$ cat config.mk
export PLATFORM = sky130hd
export DESIGN_NAME = wlc_converter
export DESIGN_NICKNAME = d
export VERILOG_FILES = /design/src/wlc_pkg.sv /design/src/wlc_converter.sv /design/src/wlc_fifo.sv
export SDC_FILE = /design/constraint.sdc
export NUM_CORES = 2
export LEC_CHECK = 0
export ABC_AREA = 1
export CORE_AREA = 2 2 345 347
export CTS_BUF_LIST = sky130_fd_sc_hd__clkbuf_16
export DETAILED_ROUTE_END_ITERATION = 7
export DIE_AREA = 0 0 347 349
export DONT_BUFFER_PORTS = 1
export GPL_ROUTABILITY_DRIVEN = 0
export GPL_TIMING_DRIVEN = 0
export PLACE_DENSITY_LB_ADDON = 0.15
export RECOVER_POWER = 100
export SYNTH_ARGS = -nofsm -noshare
export SYNTH_HDL_FRONTEND = slang
export SYNTH_SLANG_ARGS = --single-unit
$ cat constraint.sdc
create_clock -name SYS_CLK -period 9.6 [get_ports SYS_CLK]
set_input_delay 1.44 -clock SYS_CLK [delete_from_list [all_inputs] [get_ports SYS_CLK]]
set_output_delay 1.44 -clock SYS_CLK [all_outputs]
set_load 0.02 [all_outputs]
$ cat src/wlc_pkg.sv
// Notes on behaviour
// - leading bit one means header, zero means data
// - header control and symbol merged into register eight
// - count from register ten, decrement, stop at zero
// - next instruction address parked in saved status
// - interrupts only between whole doublewords, resumable
// - first word first, second held, pending flag set
// - failing first word saved, second word taken next
// - inside point tested against three sterile areas
// - first passing word kept, major position saved
// - reject unless one endpoint passes all filters and no endpoint inside the area is sterile
// - both endpoints pass: skip truncation
// - truncate secondary into the border band
// - truncated endpoint becomes secondary point
// - scale origin-relative coordinates by conversion constant
// - delta is secondary minus major, sign per axis
// - output holds header, major position, signed deltas
// - three format orders build the output doubleword
// - next fetch only when no interrupt pending
// - refresh store address from register five
// - stream address advances one doubleword per fetch
package wlc_pkg;
	localparam int ADDR_W     = 24;
	localparam int WORD_W     = 32;
	localparam int DW_W       = 64;
	localparam int HDR_BIT    = 63;
	localparam int CTRL_LSB   = 48;
	localparam int SYM_LSB    = 24;
	localparam int BYTE_W     = 8;
	localparam int CRD_W      = 15;
	localparam int X_LSB      = 16;
	localparam int Y_LSB      = 0;
	localparam int AREA_X0    = 48;
	localparam int AREA_Y0    = 32;
	localparam int AREA_X1    = 16;
	localparam int AREA_Y1    = 0;
	localparam int CNT_W      = 16;
	localparam int CONV_N_LSB = 6;
	localparam int M_W        = 6;
	localparam int DISP_W     = 10;
	localparam int FMT_W      = 20;
	localparam int OUT_CONST  = 60;
	localparam int FMT0_LSB   = 40;
	localparam int FMT1_LSB   = 20;
	localparam int FMT2_LSB   = 0;
	localparam int FIFO_DEPTH = 4;
	localparam int FIFO_W     = ADDR_W + DW_W;
	localparam logic [23:0] DW_STEP    = 24'h00_0008;
	localparam logic [3:0]  TRUNC_MAX  = 4'h9;
	localparam logic [3:0]  FMT_CONST  = 4'h7;
	localparam logic [15:0] CNT_ONE    = 16'h0001;
	localparam logic [15:0] CNT_ZERO   = 16'h0000;
	localparam logic [7:0]  SYM_BLANK  = 8'h00;

	typedef enum logic [3:0] {
		ST_IDLE  = 4'h0,
		ST_FETCH = 4'h1,
		ST_WAIT  = 4'h3,
		ST_CLASS = 4'h2,
		ST_FILT  = 4'h6,
		ST_TRUNC = 4'h7,
		ST_SCALE = 4'h5,
		ST_FMT0  = 4'h4,
		ST_FMT1  = 4'hC,
		ST_FMT2  = 4'hD,
		ST_STORE = 4'hF,
		ST_CHECK = 4'hE
	} wlc_state_e;
endpackage
$ cat src/wlc_converter.sv
`timescale 1ns/100ps
module wlc_converter (
	input  wire logic                          SYS_CLK,
	input  wire logic                          RESET,
	input  wire logic                          START,
	input  wire logic [wlc_pkg::ADDR_W-1:0]    NEXT_IC,
	input  wire logic [wlc_pkg::WORD_W-1:0]    GPR5_IN,
	input  wire logic [wlc_pkg::WORD_W-1:0]    GPR6_IN,
	input  wire logic [wlc_pkg::WORD_W-1:0]    GPR7_IN,
	input  wire logic [wlc_pkg::WORD_W-1:0]    GPR8_IN,
	input  wire logic [wlc_pkg::WORD_W-1:0]    GPR9_IN,
	input  wire logic [wlc_pkg::WORD_W-1:0]    GPR10_IN,
	input  wire logic [wlc_pkg::WORD_W-1:0]    GPR11_IN,
	input  wire logic [wlc_pkg::DW_W-1:0]      FPR0_AREA,
	input  wire logic [wlc_pkg::DW_W-1:0]      FPR2_AREA,
	input  wire logic [wlc_pkg::DW_W-1:0]      FPR4_AREA,
	input  wire logic [wlc_pkg::DW_W-1:0]      FPR6_AREA,
	input  wire logic                          INT_PENDING,
	input  wire logic                          MEM_ACK,
	input  wire logic [wlc_pkg::DW_W-1:0]      MEM_RDATA,
	input  wire logic                          REFRESH_READY,
	output logic                               MEM_REQ,
	output logic [wlc_pkg::ADDR_W-1:0]         MEM_ADDR,
	output logic                               REFRESH_VALID,
	output logic [wlc_pkg::ADDR_W-1:0]         REFRESH_ADDR,
	output logic [wlc_pkg::DW_W-1:0]           REFRESH_DATA,
	output logic                               BUSY,
	output logic                               DONE,
	output logic                               INT_EXIT,
	output logic [wlc_pkg::CNT_W-1:0]          COUNT,
	output logic [wlc_pkg::ADDR_W-1:0]         STREAM_ADDR,
	output logic [wlc_pkg::ADDR_W-1:0]         REFRESH_NEXT,
	output logic [wlc_pkg::WORD_W-1:0]         HEADER_WORD,
	output logic [wlc_pkg::ADDR_W-1:0]         SAVED_STATUS,
	output logic [wlc_pkg::WORD_W-1:0]         SAVED_WORD0,
	output logic [wlc_pkg::WORD_W-1:0]         MAJOR_POS
);
	import wlc_pkg::*;

	function automatic logic in_area(input logic [31:0] p, input logic [63:0] a);
		logic [14:0] x;
		logic [14:0] y;
		x = p[X_LSB+:CRD_W];
		y = p[Y_LSB+:CRD_W];
		return (x >= a[AREA_X0+:CRD_W]) && (x <= a[AREA_X1+:CRD_W])
			&& (y >= a[AREA_Y0+:CRD_W]) && (y <= a[AREA_Y1+:CRD_W]);
	endfunction

	function automatic logic [31:0] rel(input logic [31:0] p, input logic [63:0] a);
		logic [31:0] r;
		r = '0;
		r[X_LSB+:CRD_W] = p[X_LSB+:CRD_W] - a[AREA_X0+:CRD_W];
		r[Y_LSB+:CRD_W] = p[Y_LSB+:CRD_W] - a[AREA_Y0+:CRD_W];
		return r;
	endfunction

	function automatic logic [31:0] mid(input logic [31:0] a, input logic [31:0] b);
		logic [31:0] r;
		logic [15:0] sx;
		logic [15:0] sy;
		r  = '0;
		sx = {1'b0, a[X_LSB+:CRD_W]} + {1'b0, b[X_LSB+:CRD_W]};
		sy = {1'b0, a[Y_LSB+:CRD_W]} + {1'b0, b[Y_LSB+:CRD_W]};
		r[X_LSB+:CRD_W] = sx[15:1];
		r[Y_LSB+:CRD_W] = sy[15:1];
		return r;
	endfunction

	// value * M * 4^N / 4, kept to the display width
	function automatic logic [9:0] scale(input logic [14:0] v, input logic [7:0] k);
		logic [24:0] p;
		p = {10'h000, v} * {19'h0_0000, k[M_W-1:0]};
		p = p << {k[CONV_N_LSB+:2], 1'b0};
		return p[DISP_W+1:2];
	endfunction

	wlc_state_e      state;
	logic [63:0]     inword;
	logic [31:0]     cur;
	logic [31:0]     hold;
	logic            second_word_pending;
	logic            w1_ok;
	logic            truncated;
	logic [3:0]      tcnt;
	logic [31:0]     sec_rel;
	logic [9:0]      major_x;
	logic [9:0]      major_y;
	logic [9:0]      delta_x;
	logic [9:0]      delta_y;
	logic            sign_x;
	logic            sign_y;
	logic [15:0]     instr_counter;
	logic [63:0]     output_doubleword_reg;
	logic [63:0]     border;
	logic            geo;
	logic            ster;
	logic [31:0]     tmid;
	logic            tgeo;
	logic            tbord;
	logic [9:0]      sx_sc;
	logic [9:0]      sy_sc;
	logic [9:0]      mx_sc;
	logic [9:0]      my_sc;
	logic [10:0]     next_dx;
	logic [10:0]     next_dy;
	logic [15:0]     next_count;
	logic            fifo_in_valid;
	logic            fifo_in_ready;
	logic            fifo_out_valid;
	logic            fifo_out_ready;
	logic [FIFO_W-1:0] fifo_out_data;

	assign border     = {GPR6_IN, GPR7_IN};
	assign geo        = in_area(cur, FPR0_AREA);
	assign ster       = in_area(cur, FPR2_AREA) || in_area(cur, FPR4_AREA)
		|| in_area(cur, FPR6_AREA);
	assign tmid       = mid(cur, hold);
	assign tgeo       = in_area(tmid, FPR0_AREA);
	assign tbord      = in_area(tmid, border);
	assign mx_sc      = scale(MAJOR_POS[X_LSB+:CRD_W], GPR11_IN[7:0]);
	assign my_sc      = scale(MAJOR_POS[Y_LSB+:CRD_W], GPR11_IN[7:0]);
	assign sx_sc      = scale(sec_rel[X_LSB+:CRD_W], GPR11_IN[7:0]);
	assign sy_sc      = scale(sec_rel[Y_LSB+:CRD_W], GPR11_IN[7:0]);
	assign next_dx    = {1'b0, sx_sc} - {1'b0, mx_sc};
	assign next_dy    = {1'b0, sy_sc} - {1'b0, my_sc};
	assign next_count = instr_counter - CNT_ONE;
	assign fifo_in_valid = (state == ST_STORE);

	always_ff @(posedge SYS_CLK) begin
		if (RESET) begin
			state                 <= ST_IDLE;
			inword                <= '0;
			cur                   <= '0;
			hold                  <= '0;
			second_word_pending   <= 1'b0;
			w1_ok                 <= 1'b0;
			truncated             <= 1'b0;
			tcnt                  <= '0;
			sec_rel               <= '0;
			SAVED_WORD0           <= '0;
			MAJOR_POS             <= '0;
			HEADER_WORD           <= '0;
			instr_counter         <= '0;
			COUNT                 <= '0;
			SAVED_STATUS          <= '0;
			STREAM_ADDR           <= '0;
			REFRESH_NEXT          <= '0;
			MEM_REQ               <= 1'b0;
			MEM_ADDR              <= '0;
			BUSY                  <= 1'b0;
			DONE                  <= 1'b0;
			INT_EXIT              <= 1'b0;
		end else begin
			case (state)
				ST_IDLE: begin
					if (START) begin
						SAVED_STATUS  <= NEXT_IC;
						instr_counter <= GPR10_IN[CNT_W-1:0];
						COUNT         <= GPR10_IN[CNT_W-1:0];
						STREAM_ADDR   <= GPR9_IN[ADDR_W-1:0];
						REFRESH_NEXT  <= GPR5_IN[ADDR_W-1:0];
						HEADER_WORD   <= GPR8_IN;
						DONE          <= (GPR10_IN[CNT_W-1:0] == CNT_ZERO);
						INT_EXIT      <= 1'b0;
						BUSY          <= (GPR10_IN[CNT_W-1:0] != CNT_ZERO);
						if (GPR10_IN[CNT_W-1:0] != CNT_ZERO) begin
							state <= ST_FETCH;
						end
					end
				end
				ST_FETCH: begin
					MEM_REQ     <= 1'b1;
					MEM_ADDR    <= STREAM_ADDR;
					STREAM_ADDR <= STREAM_ADDR + DW_STEP;
					state       <= ST_WAIT;
				end
				ST_WAIT: begin
					if (MEM_ACK) begin
						MEM_REQ <= 1'b0;
						inword  <= MEM_RDATA;
						state   <= ST_CLASS;
					end
				end
				ST_CLASS: begin
					w1_ok     <= 1'b0;
					truncated <= 1'b0;
					if (inword[HDR_BIT]) begin
						HEADER_WORD <= {16'h0000, inword[CTRL_LSB+:BYTE_W],
							inword[SYM_LSB+:BYTE_W]};
						state <= ST_CHECK;
					end else begin
						cur                 <= inword[63:32];
						hold                <= inword[31:0];
						second_word_pending <= 1'b1;
						state               <= ST_FILT;
					end
				end
				ST_FILT: begin
					if (second_word_pending) begin
						second_word_pending <= 1'b0;
						cur                 <= hold;
						SAVED_WORD0         <= cur;
						if (geo && ster) begin
							state <= ST_CHECK;
						end else begin
							w1_ok <= geo;
							if (geo) begin
								MAJOR_POS <= rel(cur, FPR0_AREA);
							end
						end
					end else if (!geo) begin
						if (w1_ok) begin
							hold  <= cur;
							cur   <= SAVED_WORD0;
							tcnt  <= TRUNC_MAX;
							state <= ST_TRUNC;
						end else begin
							state <= ST_CHECK;
						end
					end else if (ster) begin
						state <= ST_CHECK;
					end else if (w1_ok) begin
						sec_rel <= rel(cur, FPR0_AREA);
						state   <= ST_SCALE;
					end else begin
						SAVED_WORD0 <= cur;
						MAJOR_POS   <= rel(cur, FPR0_AREA);
						hold        <= SAVED_WORD0;
						tcnt        <= TRUNC_MAX;
						state       <= ST_TRUNC;
					end
				end
				ST_TRUNC: begin
					tcnt <= tcnt - 4'h1;
					if (!tgeo) begin
						hold <= tmid;
					end else if (tbord) begin
						cur <= tmid;
					end
					if (tgeo && !tbord) begin
						sec_rel   <= rel(tmid, FPR0_AREA);
						truncated <= 1'b1;
						state     <= ST_SCALE;
					end else if (tcnt == 4'h1) begin
						state <= ST_CHECK;
					end
				end
				ST_SCALE: begin
					major_x <= mx_sc;
					major_y <= my_sc;
					delta_x <= next_dx[DISP_W-1:0];
					delta_y <= next_dy[DISP_W-1:0];
					sign_x  <= next_dx[DISP_W];
					sign_y  <= next_dy[DISP_W];
					state   <= ST_FMT0;
				end
				ST_FMT0: state <= ST_FMT1;
				ST_FMT1: state <= ST_FMT2;
				ST_FMT2: state <= ST_STORE;
				ST_STORE: begin
					if (fifo_in_ready) begin
						REFRESH_NEXT <= REFRESH_NEXT + DW_STEP;
						state        <= ST_CHECK;
					end
				end
				ST_CHECK: begin
					instr_counter <= next_count;
					if (next_count == CNT_ZERO) begin
						DONE  <= 1'b1;
						BUSY  <= 1'b0;
						state <= ST_IDLE;
					end else begin
						COUNT <= next_count;
						if (INT_PENDING) begin
							INT_EXIT <= 1'b1;
							BUSY     <= 1'b0;
							state    <= ST_IDLE;
						end else begin
							state <= ST_FETCH;
						end
					end
				end
				default: state <= ST_IDLE;
			endcase
		end
	end

	// three format orders, each filling its own slice of the output word
	always_ff @(posedge SYS_CLK) begin
		if (RESET) begin
			output_doubleword_reg <= '0;
		end else if (state == ST_FMT0) begin
			output_doubleword_reg[OUT_CONST+:4] <= FMT_CONST;
			output_doubleword_reg[FMT0_LSB+:FMT_W] <= {sign_y, sign_x,
				HEADER_WORD[7:0] != SYM_BLANK,
				(HEADER_WORD[7:0] != SYM_BLANK) && !truncated,
				HEADER_WORD[15:0]};
		end else if (state == ST_FMT1) begin
			output_doubleword_reg[FMT1_LSB+:FMT_W] <= {major_x, major_y};
		end else if (state == ST_FMT2) begin
			output_doubleword_reg[FMT2_LSB+:FMT_W] <= {delta_x, delta_y};
		end
	end

	wlc_fifo #(
		.W (FIFO_W),
		.D (FIFO_DEPTH)
	) u_fifo (
		.clk       (SYS_CLK),
		.rst       (RESET),
		.in_valid  (fifo_in_valid),
		.in_ready  (fifo_in_ready),
		.in_data   ({REFRESH_NEXT, output_doubleword_reg}),
		.out_valid (fifo_out_valid),
		.out_ready (fifo_out_ready),
		.out_data  (fifo_out_data)
	);

	assign fifo_out_ready = !REFRESH_VALID || REFRESH_READY;

	always_ff @(posedge SYS_CLK) begin
		if (RESET) begin
			REFRESH_VALID <= 1'b0;
			REFRESH_ADDR  <= '0;
			REFRESH_DATA  <= '0;
		end else if (fifo_out_valid && fifo_out_ready) begin
			REFRESH_VALID <= 1'b1;
			REFRESH_ADDR  <= fifo_out_data[DW_W+:ADDR_W];
			REFRESH_DATA  <= fifo_out_data[DW_W-1:0];
		end else if (REFRESH_READY) begin
			REFRESH_VALID <= 1'b0;
		end
	end
endmodule

$ cat src/wlc_fifo.sv
`timescale 1ns/100ps
module wlc_fifo #(
	parameter int W = 88,
	parameter int D = 4
) (
	input  wire logic         clk,
	input  wire logic         rst,
	input  wire logic         in_valid,
	output logic              in_ready,
	input  wire logic [W-1:0] in_data,
	output logic              out_valid,
	input  wire logic         out_ready,
	output logic [W-1:0]      out_data
);
	localparam int PW = $clog2(D);
	logic [W-1:0]  mem [D];
	logic [PW-1:0] wr_ptr;
	logic [PW-1:0] rd_ptr;
	logic [PW:0]   count;
	logic          push;
	logic          pop;

	assign in_ready  = (count != (PW+1)'(D));
	assign out_valid = (count != '0);
	assign out_data  = mem[rd_ptr];
	assign push      = in_valid && in_ready;
	assign pop       = out_valid && out_ready;

	always_ff @(posedge clk) begin
		if (push) begin
			mem[wr_ptr] <= in_data;
		end
	end

	always_ff @(posedge clk) begin
		if (rst) begin
			wr_ptr <= '0;
			rd_ptr <= '0;
			count  <= '0;
		end else begin
			if (push) begin
				wr_ptr <= wr_ptr + 1'b1;
			end
			if (pop) begin
				rd_ptr <= rd_ptr + 1'b1;
			end
			if (push && !pop) begin
				count <= count + 1'b1;
			end else if (pop && !push) begin
				count <= count - 1'b1;
			end
		end
	end
endmodule

# --- Word-level counts from Yosys, hierarchy flattened ---
# Memory sizes are Yosys's and may differ from the RTL's. A register that Yosys moved wholly into a read port is not among the register bits.
# Index checks and enable logic that the tools add are counted.
word_totals:
  n_memories: 1
  ff_bits: 573
  mem_bits_rw: 348
mem_list:
  columns: ["name", "depth", "width", "rd", "rd_clocked_by_memory_dff", "write_ports", "line_no", "rtl"]
  rows:
  - ["u_fifo.mem", 4, 87, 1, 1, 1, "wlc_fifo.sv:16", "logic [W-1:0] mem [D];"]
classes:
  n_eq_ne: 42
  n_lt_le_gt_ge: 24
  addsub: 16
  bitwise_logic: 3
  reduce_logical: 76
  muxes: 90
  shifts: 4
  n_mul: 4
ops:
  columns: ["cell", "count"]
  rows:
  - ["2-to-1 mux 32 bit", 24]
  - ["case mux 32 bit (3 select lines)", 2]
  - ["greater-or-equal comparator 15 bit", 12]
  - ["<= comparator 15 bit", 12]
  - ["2-to-1 mux 31 bit", 5]
  - ["case mux 24 bit (2 select lines)", 2]
  - ["multiplier 15 x 6 -> 21 bit", 4]
  - ["<< shifter 21 x 3 -> 12 bit", 4]
  - ["2-to-1 mux 24 bit", 3]
  - ["2-to-1 mux 4 bit", 17]
  - ["case mux 16 bit (2 select lines)", 2]
  - ["case mux 32 bit (2 select lines)", 1]
  - ["case mux 31 bit (2 select lines)", 1]
  - ["subtractor 15 bit", 4]
  - ["adder 24 x 4 -> 24 bit (second input constant)", 2]
  - ["case mux 4 bit (12 select lines)", 1]
  - ["inequality test 2 bit (second input constant)", 22]
  - ["adder 15 x 15 -> 16 bit", 2]
  - ["zero test 16 bit", 2]
  - ["2-to-1 mux 16 bit", 2]
  - ["logical AND 1 bit", 25]
  - ["inequality test 3 bit (second input constant)", 8]
  - ["AND reduction 3 bit", 8]
  - ["nonzero test 2 bit", 12]
  - ["27 further kinds", 82]

# --- Logic depth before layout (Yosys ltp) ---
depth:
  ltp_word: 10
  mapped_depth: 29
  depth_no_buf: 27

# --- Hierarchy ---
# From an unflattened synthesis, not the netlist that was laid out.
hier_totals:
  cells_unflattened: 7357
  area_unflattened_um2: 57466.4
by_module_without_submodules:
  columns: ["mod", "area_each_um2", "n_inst", "cells_per_inst", "seq_area_each_um2"]
  rows:
  - ["wlc_converter", 43985.9, 1, 6439, 12051.6]
  - ["wlc_fifo", 13480.4, 1, 918, 10750.3]

# --- Least setup slack after synthesis ---
# No wires, ideal clock.
synth_timing:
  kind: "input-to-reg"
  from: "input port GPR11_IN[5] (netlist name)"
  to: "register delta_y[9] (data pin)"
  n_path_buf: 2
  t_required_ns: 9.342
  cell_stages: 24
  setup_ns: 0.258
  path_slack_ns: 3.361
  arrival_time_ns: 5.982
  cell_sequence: "clkbuf_1 > clkbuf_1 > nand2_1 > fa_1 > fa_1 > fa_1 > inv_1 > ha_1 > a21oi_1 > nand2_1 > or2_2 > nand3_1 > o21ai_0 > inv_1 > o21ai_0 > ha_1 > nand2_1 > o21ai_0 > a21oi_1 > o21bai_1 > nand2_1 > nand2_1 > a21oi_1 > xnor2_1"
synth_between:
  elab_chain_cells: 3
  elab_cells_between_ends: 5
  cone_classes: "add/sub (1); mul (2); shift (2)"
synth_rtl:
  columns: ["item", "line_no", "rtl"]
  rows:
  - ["start, declared", "wlc_converter.sv:13", "input wire logic [wlc_pkg::WORD_W-1:0] GPR11_IN,"]
  - ["multiplier 15 x 6 -> 21 bit", "wlc_converter.sv:72", "p = {10'h000, v} * {19'h0_0000, k[M_W-1:0]};"]
  - ["<< shifter 21 x 3 -> 12 bit", "wlc_converter.sv:73", "p = p << {k[CONV_N_LSB+:2], 1'b0};"]
  - ["subtractor 10 x 10 -> 11 bit (*)", "wlc_converter.sv:125", "assign next_dy = {1'b0, sy_sc} - {1'b0, my_sc};"]
  - ["named net next_dy[9]", "wlc_converter.sv:105", "logic [10:0] next_dy;"]
  - ["end signal, assigned", "wlc_converter.sv:252", "delta_y <= next_dy[DISP_W-1:0];"]
  - ["end, declared", "wlc_converter.sv:89", "logic [9:0] delta_y;"]
# Mark *: on every way through the listed nets, which the timed path passes. The rest lies on a longest branch.
# A chain may end at the register's enable or synchronous reset.

# --- Worst setup path in the final report ---
layout_timing:
  from: "register state[3]"
  to: "memory u_fifo.mem[1][27] (netlist name), enable pin"
layout_between:
  elab_chain_cells: 4
layout_rtl:
  columns: ["item", "line_no", "rtl"]
  rows:
  - ["start, declared", "wlc_converter.sv:77", "wlc_state_e state;"]
  - ["start signal, assigned", "wlc_converter.sv:131", "state <= ST_IDLE;"]
  - ["start signal, assigned", "wlc_converter.sv:167", "state <= ST_FETCH;"]
  - ["start signal, assigned", "wlc_converter.sv:175", "state <= ST_WAIT;"]
  - ["== test 4 bit", "wlc_converter.sv:127", "assign fifo_in_valid = (state == ST_STORE);"]
  - ["logical AND 1 bit", "wlc_fifo.sv:26", "assign push = in_valid && in_ready;"]
  - ["2-to-1 mux 1 bit", "wlc_fifo.sv:30", "if (push) begin"]
  - ["2-to-1 mux 1 bit (implied by the code)", "wlc_fifo.sv:31", "mem[wr_ptr] <= in_data;"]
  - ["end, declared", "wlc_fifo.sv:16", null]
# No other way between the ends.

==> results.sh <==
export IMPL_rr_startpoint="state[3]"
export IMPL_netlist_cell_type_count=55
export IMPL_viasPerCell=5.76
export IMPL_hold_buffers=0
export IMPL_nets=8617
export IMPL_via_count=52300
export IMPL_slew_violations=228
export IMPL_p_total_mw=17.5
export IMPL_cp_slowest_cell="nor2_1"
export IMPL_cts_setup_buffers=0
export IMPL_reg2reg_to="u_fifo.mem[1][27]"
export IMPL_min_to="inword[2]"
export IMPL_cap_viol_max_count=11
export IMPL_layout_drive_gt1_share=0.0272
export IMPL_cts_resized=0
export IMPL_antenna_found_initial=51
export IMPL_grt_pass1_wl_microns=322000
export IMPL_wl_microns=224000
export IMPL_area_growth_pct=8.89
export IMPL_crit_required_ns=9.92
export IMPL_routedWlPerCell_microns=24.6
export IMPL_dieWidth_microns=347
export IMPL_synth_async_reset_ratio=0
export IMPL_rows=126
export IMPL_syn_inst=7326
export IMPL_synth_seq_cells=925
export IMPL_power_density_mw_per_mm2=283
export IMPL_min_delay_start="inword[2]"
export IMPL_cts_tree="done"
export IMPL_grt_ovfl_total=0
export IMPL_htree_num_levels=3
export IMPL_critical_path_class="reg2reg"
export IMPL_synth_simple_area_share=0.193
export IMPL_initial_core_util=0.483
export IMPL_fin_crit_ns=7.75
export IMPL_fp_coreArea_sq_mm=0.117
export IMPL_crit_fanout=26
export IMPL_synth_compound_area_frac=0.152
export IMPL_antenna_left=0
export IMPL_drc_errors=0
export IMPL_fill_cells=11300
export IMPL_synth_top_area_share=0.202
export IMPL_netlist_area_sq_mm=0.0568
export IMPL_skew_ns=0.0458
export IMPL_die_y_microns=349
export IMPL_synth_area_leaders="edfxtp_1 (20%), dfxtp_1 (19%), ha_1 (10%)"
export IMPL_ir_worst_vdd_mv=0.188
export IMPL_largest_reg_flops=340
export IMPL_synth_edff_count=382
export IMPL_cts_sinks=925
export IMPL_cts_buffer_depth=3
export IMPL_synth_ff_type="dfxtp_1"
export IMPL_finalInstanceArea_sq_mm=0.0618
export IMPL_reg2reg_slack_ns=1.85
export IMPL_setup_viol=0
export IMPL_rr_worst_depth=8
export IMPL_yosysWarnings=0
export IMPL_worst_pin_slew_ns=1.94
export IMPL_drtIter0Drc=5580
export IMPL_relSlewSlack=-0.298
export IMPL_fmax_mhz=129
export IMPL_synth_xor_area_share=0.0216
export IMPL_yosys_area_top_type="edfxtp_1"
export IMPL_min_path_type="reg2reg"
export IMPL_drtPass1Iterations=8
export IMPL_cts_root_buf="clkbuf_16"
export IMPL_hpwl_microns=175000
export IMPL_finalCritPeriodShare=0.807
export IMPL_leakagePower_nw=28.1
export IMPL_status="finished with violations"
export IMPL_synthMuxAreaShare=0.000353
export IMPL_ioPinCount=875
export IMPL_post_dp_cell_area_sq_mm=0.0591
export IMPL_largestRegisters="u_fifo.mem: 340 flops, inword: 64 flops"
export IMPL_die_area_sq_mm=0.121
export IMPL_synth_top_family_by_area="simple AND/OR/NAND/NOR gates"
export IMPL_grt_usage=0.359
export IMPL_worstSetupEndpointType="flip-flop"
export IMPL_cp_slowest_stage_delay_ns=1.52
export IMPL_ys_seq_area_frac=0.394
export IMPL_rsz0062_at_grt="no"
export IMPL_top_register="u_fifo.mem"
export IMPL_min_path_cells=2
export IMPL_grt_start_max_net_pins=27
export IMPL_critPathLaunchType="flip-flop"
export IMPL_violations="max-capacitance violations, max-slew violations"
export IMPL_synth_area_per_cell_sq_um=7.75
export IMPL_path_clk_slew_ns=0.06
export IMPL_cts_made_buffers=96
export IMPL_worstPathCellList="nand2_1 > nor2_1 > clkbuf_1 > nand2_1 > nor2_1 > clkbuf_1 > clkbuf_1 > clkbuf_1"
export IMPL_hold_viol_final=0
export IMPL_insertion_delay_ns=0.73
export IMPL_tns_ns=0
export IMPL_synthAdderAreaFrac=0.149
export IMPL_worst_ep_arrival_time_ns=8.06
export IMPL_grt_pass1_vias=48700
export IMPL_crit_top_cell="clkbuf_1"
export IMPL_port_buffers=0
==> worst max-delay path, delay by kind of cell, from the launching register on <==
kind	cells	cell delay, ns
buffers and inverters	4	4.33
flip-flops	1	0.41
AND/OR/NAND/NOR	4	2.56
==> synth_stat cells, drive strengths merged, types with 18 or more instances <==
| cell | number |
|---|---|
| fa | 125 |
| o21ai | 787 |
| a21oi | 554 |
| nor3 | 26 |
| a21o | 18 |
| xnor2 | 51 |
| xor2 | 89 |
| ha | 475 |
| nand3 | 227 |
| buf | 73 |
| edfxtp | 382 |
| inv | 1003 |
| clkbuf | 259 |
| a22oi | 27 |
| or2 | 34 |
| nand4 | 83 |
| nand2 | 1365 |
| a31oi | 124 |
| dfxtp | 543 |
| nor2 | 925 |
| o211ai | 37 |
==> layout by cell type, fill, tap and decap left out, types with 5 or more instances in the layout <==
cell type and n:
nand2_1 1364, inv_1 1020, nor2_1 922, o21ai_0 783, a21oi_1 554, dfxtp_1 543, ha_1 475, edfxtp_1 382
clkbuf_1 309, nand3_1 225, fa_1 125, a31oi_1 124, clkbuf_16 97, xor2_1 89, nand4_1 82, xnor2_1 51
o211ai_1 37, a22oi_1 27, nor3_1 26, or2_2 25, diode_2 24, clkinv_1 21, buf_1 18, a21o_1 18
buf_2 18, nand3b_1 17, o21bai_1 16, clkinv_2 16, and2_1 13, nor4_1 11, o22ai_1 9, a221oi_1 9
or2_0 9, a211oi_1 8, inv_2 8, a21boi_0 6, a41oi_1 6, bufinv_16 6, clkinvlp_4 5
==> cell type report <==
cell class / instances / area (sq um) / share of cell area
Inverter: 1007 / 3780 / 0.0612
Multi-Input combinational cell: 5064 / 29300 / 0.474
Tap cell: 1536 / 1920 / 0.0311
Clock inverter: 83 / 661 / 0.0107
Buffer: 332 / 1290 / 0.0208
Timing Repair Buffer: 17 / 63.8 / 0.00103
Antenna cell: 24 / 60.1 / 0.000971
Clock buffer: 97 / 2430 / 0.0393
Sequential cell: 925 / 22300 / 0.361
==> routing by layer <==
metal	wire, microns	vias to the layer above	GRT usage
li1	-	24400	-
met1	85400	24400	0.445
met2	97300	2917	0.555
met3	28800	617	0.125
met4	12000	32	0.178
met5	211	-	0
==> metrics by stage <==
step           cells  hold WS (ns)  utilization  setup slack [ns]
6_report        9085         0.452        0.526              1.85
5_1_grt         9076         0.478        0.526              1.45
4_1_cts         9061         0.457        0.529              2.89
3_5_place_dp    8881         0.442        0.503              2.15
3_3_place_gp    8864         0.437        0.500             0.490
2_1_floorplan   7328         0.424            -              3.36
==> power by group <==
part           leakage [nW]  switching, mW  internal (mW)
clock network          1.60           1.68           2.02
registers              8.15           1.57           4.79
logic                  18.3           5.12           2.29
total                  28.1           8.37           9.10
==> cells by family (layout without fill, tap and decap cells) <==
group	count (synthesis)	count (layout)
AO/OA/AOI/OAI	1612	1612
XOR/XNOR	140	140
adder cells (fa/ha/maj)	600	600
buffers and inverters	1339	1536
flip-flops	925	925
multiplexers	2	2
other	1	27
AND/OR/NAND/NOR	2707	2707
==> worst max path at each step <==
stage                     start                 to  slack (ns)  depth (start not counted)
floorplan           GPR11_IN[5]         delta_y[9]        3.36                         24
global route           state[3]  u_fifo.mem[1][27]        1.45                          8
global placement       state[3]  u_fifo.mem[1][28]        0.49                          5
detailed placement  GPR11_IN[0]             sign_x        2.15                         29
CTS                 GPR11_IN[0]             sign_x        2.89                         29
finish                 state[3]  u_fifo.mem[1][27]        1.85                          8
Note: power is estimated with default switching activity, not from simulation.
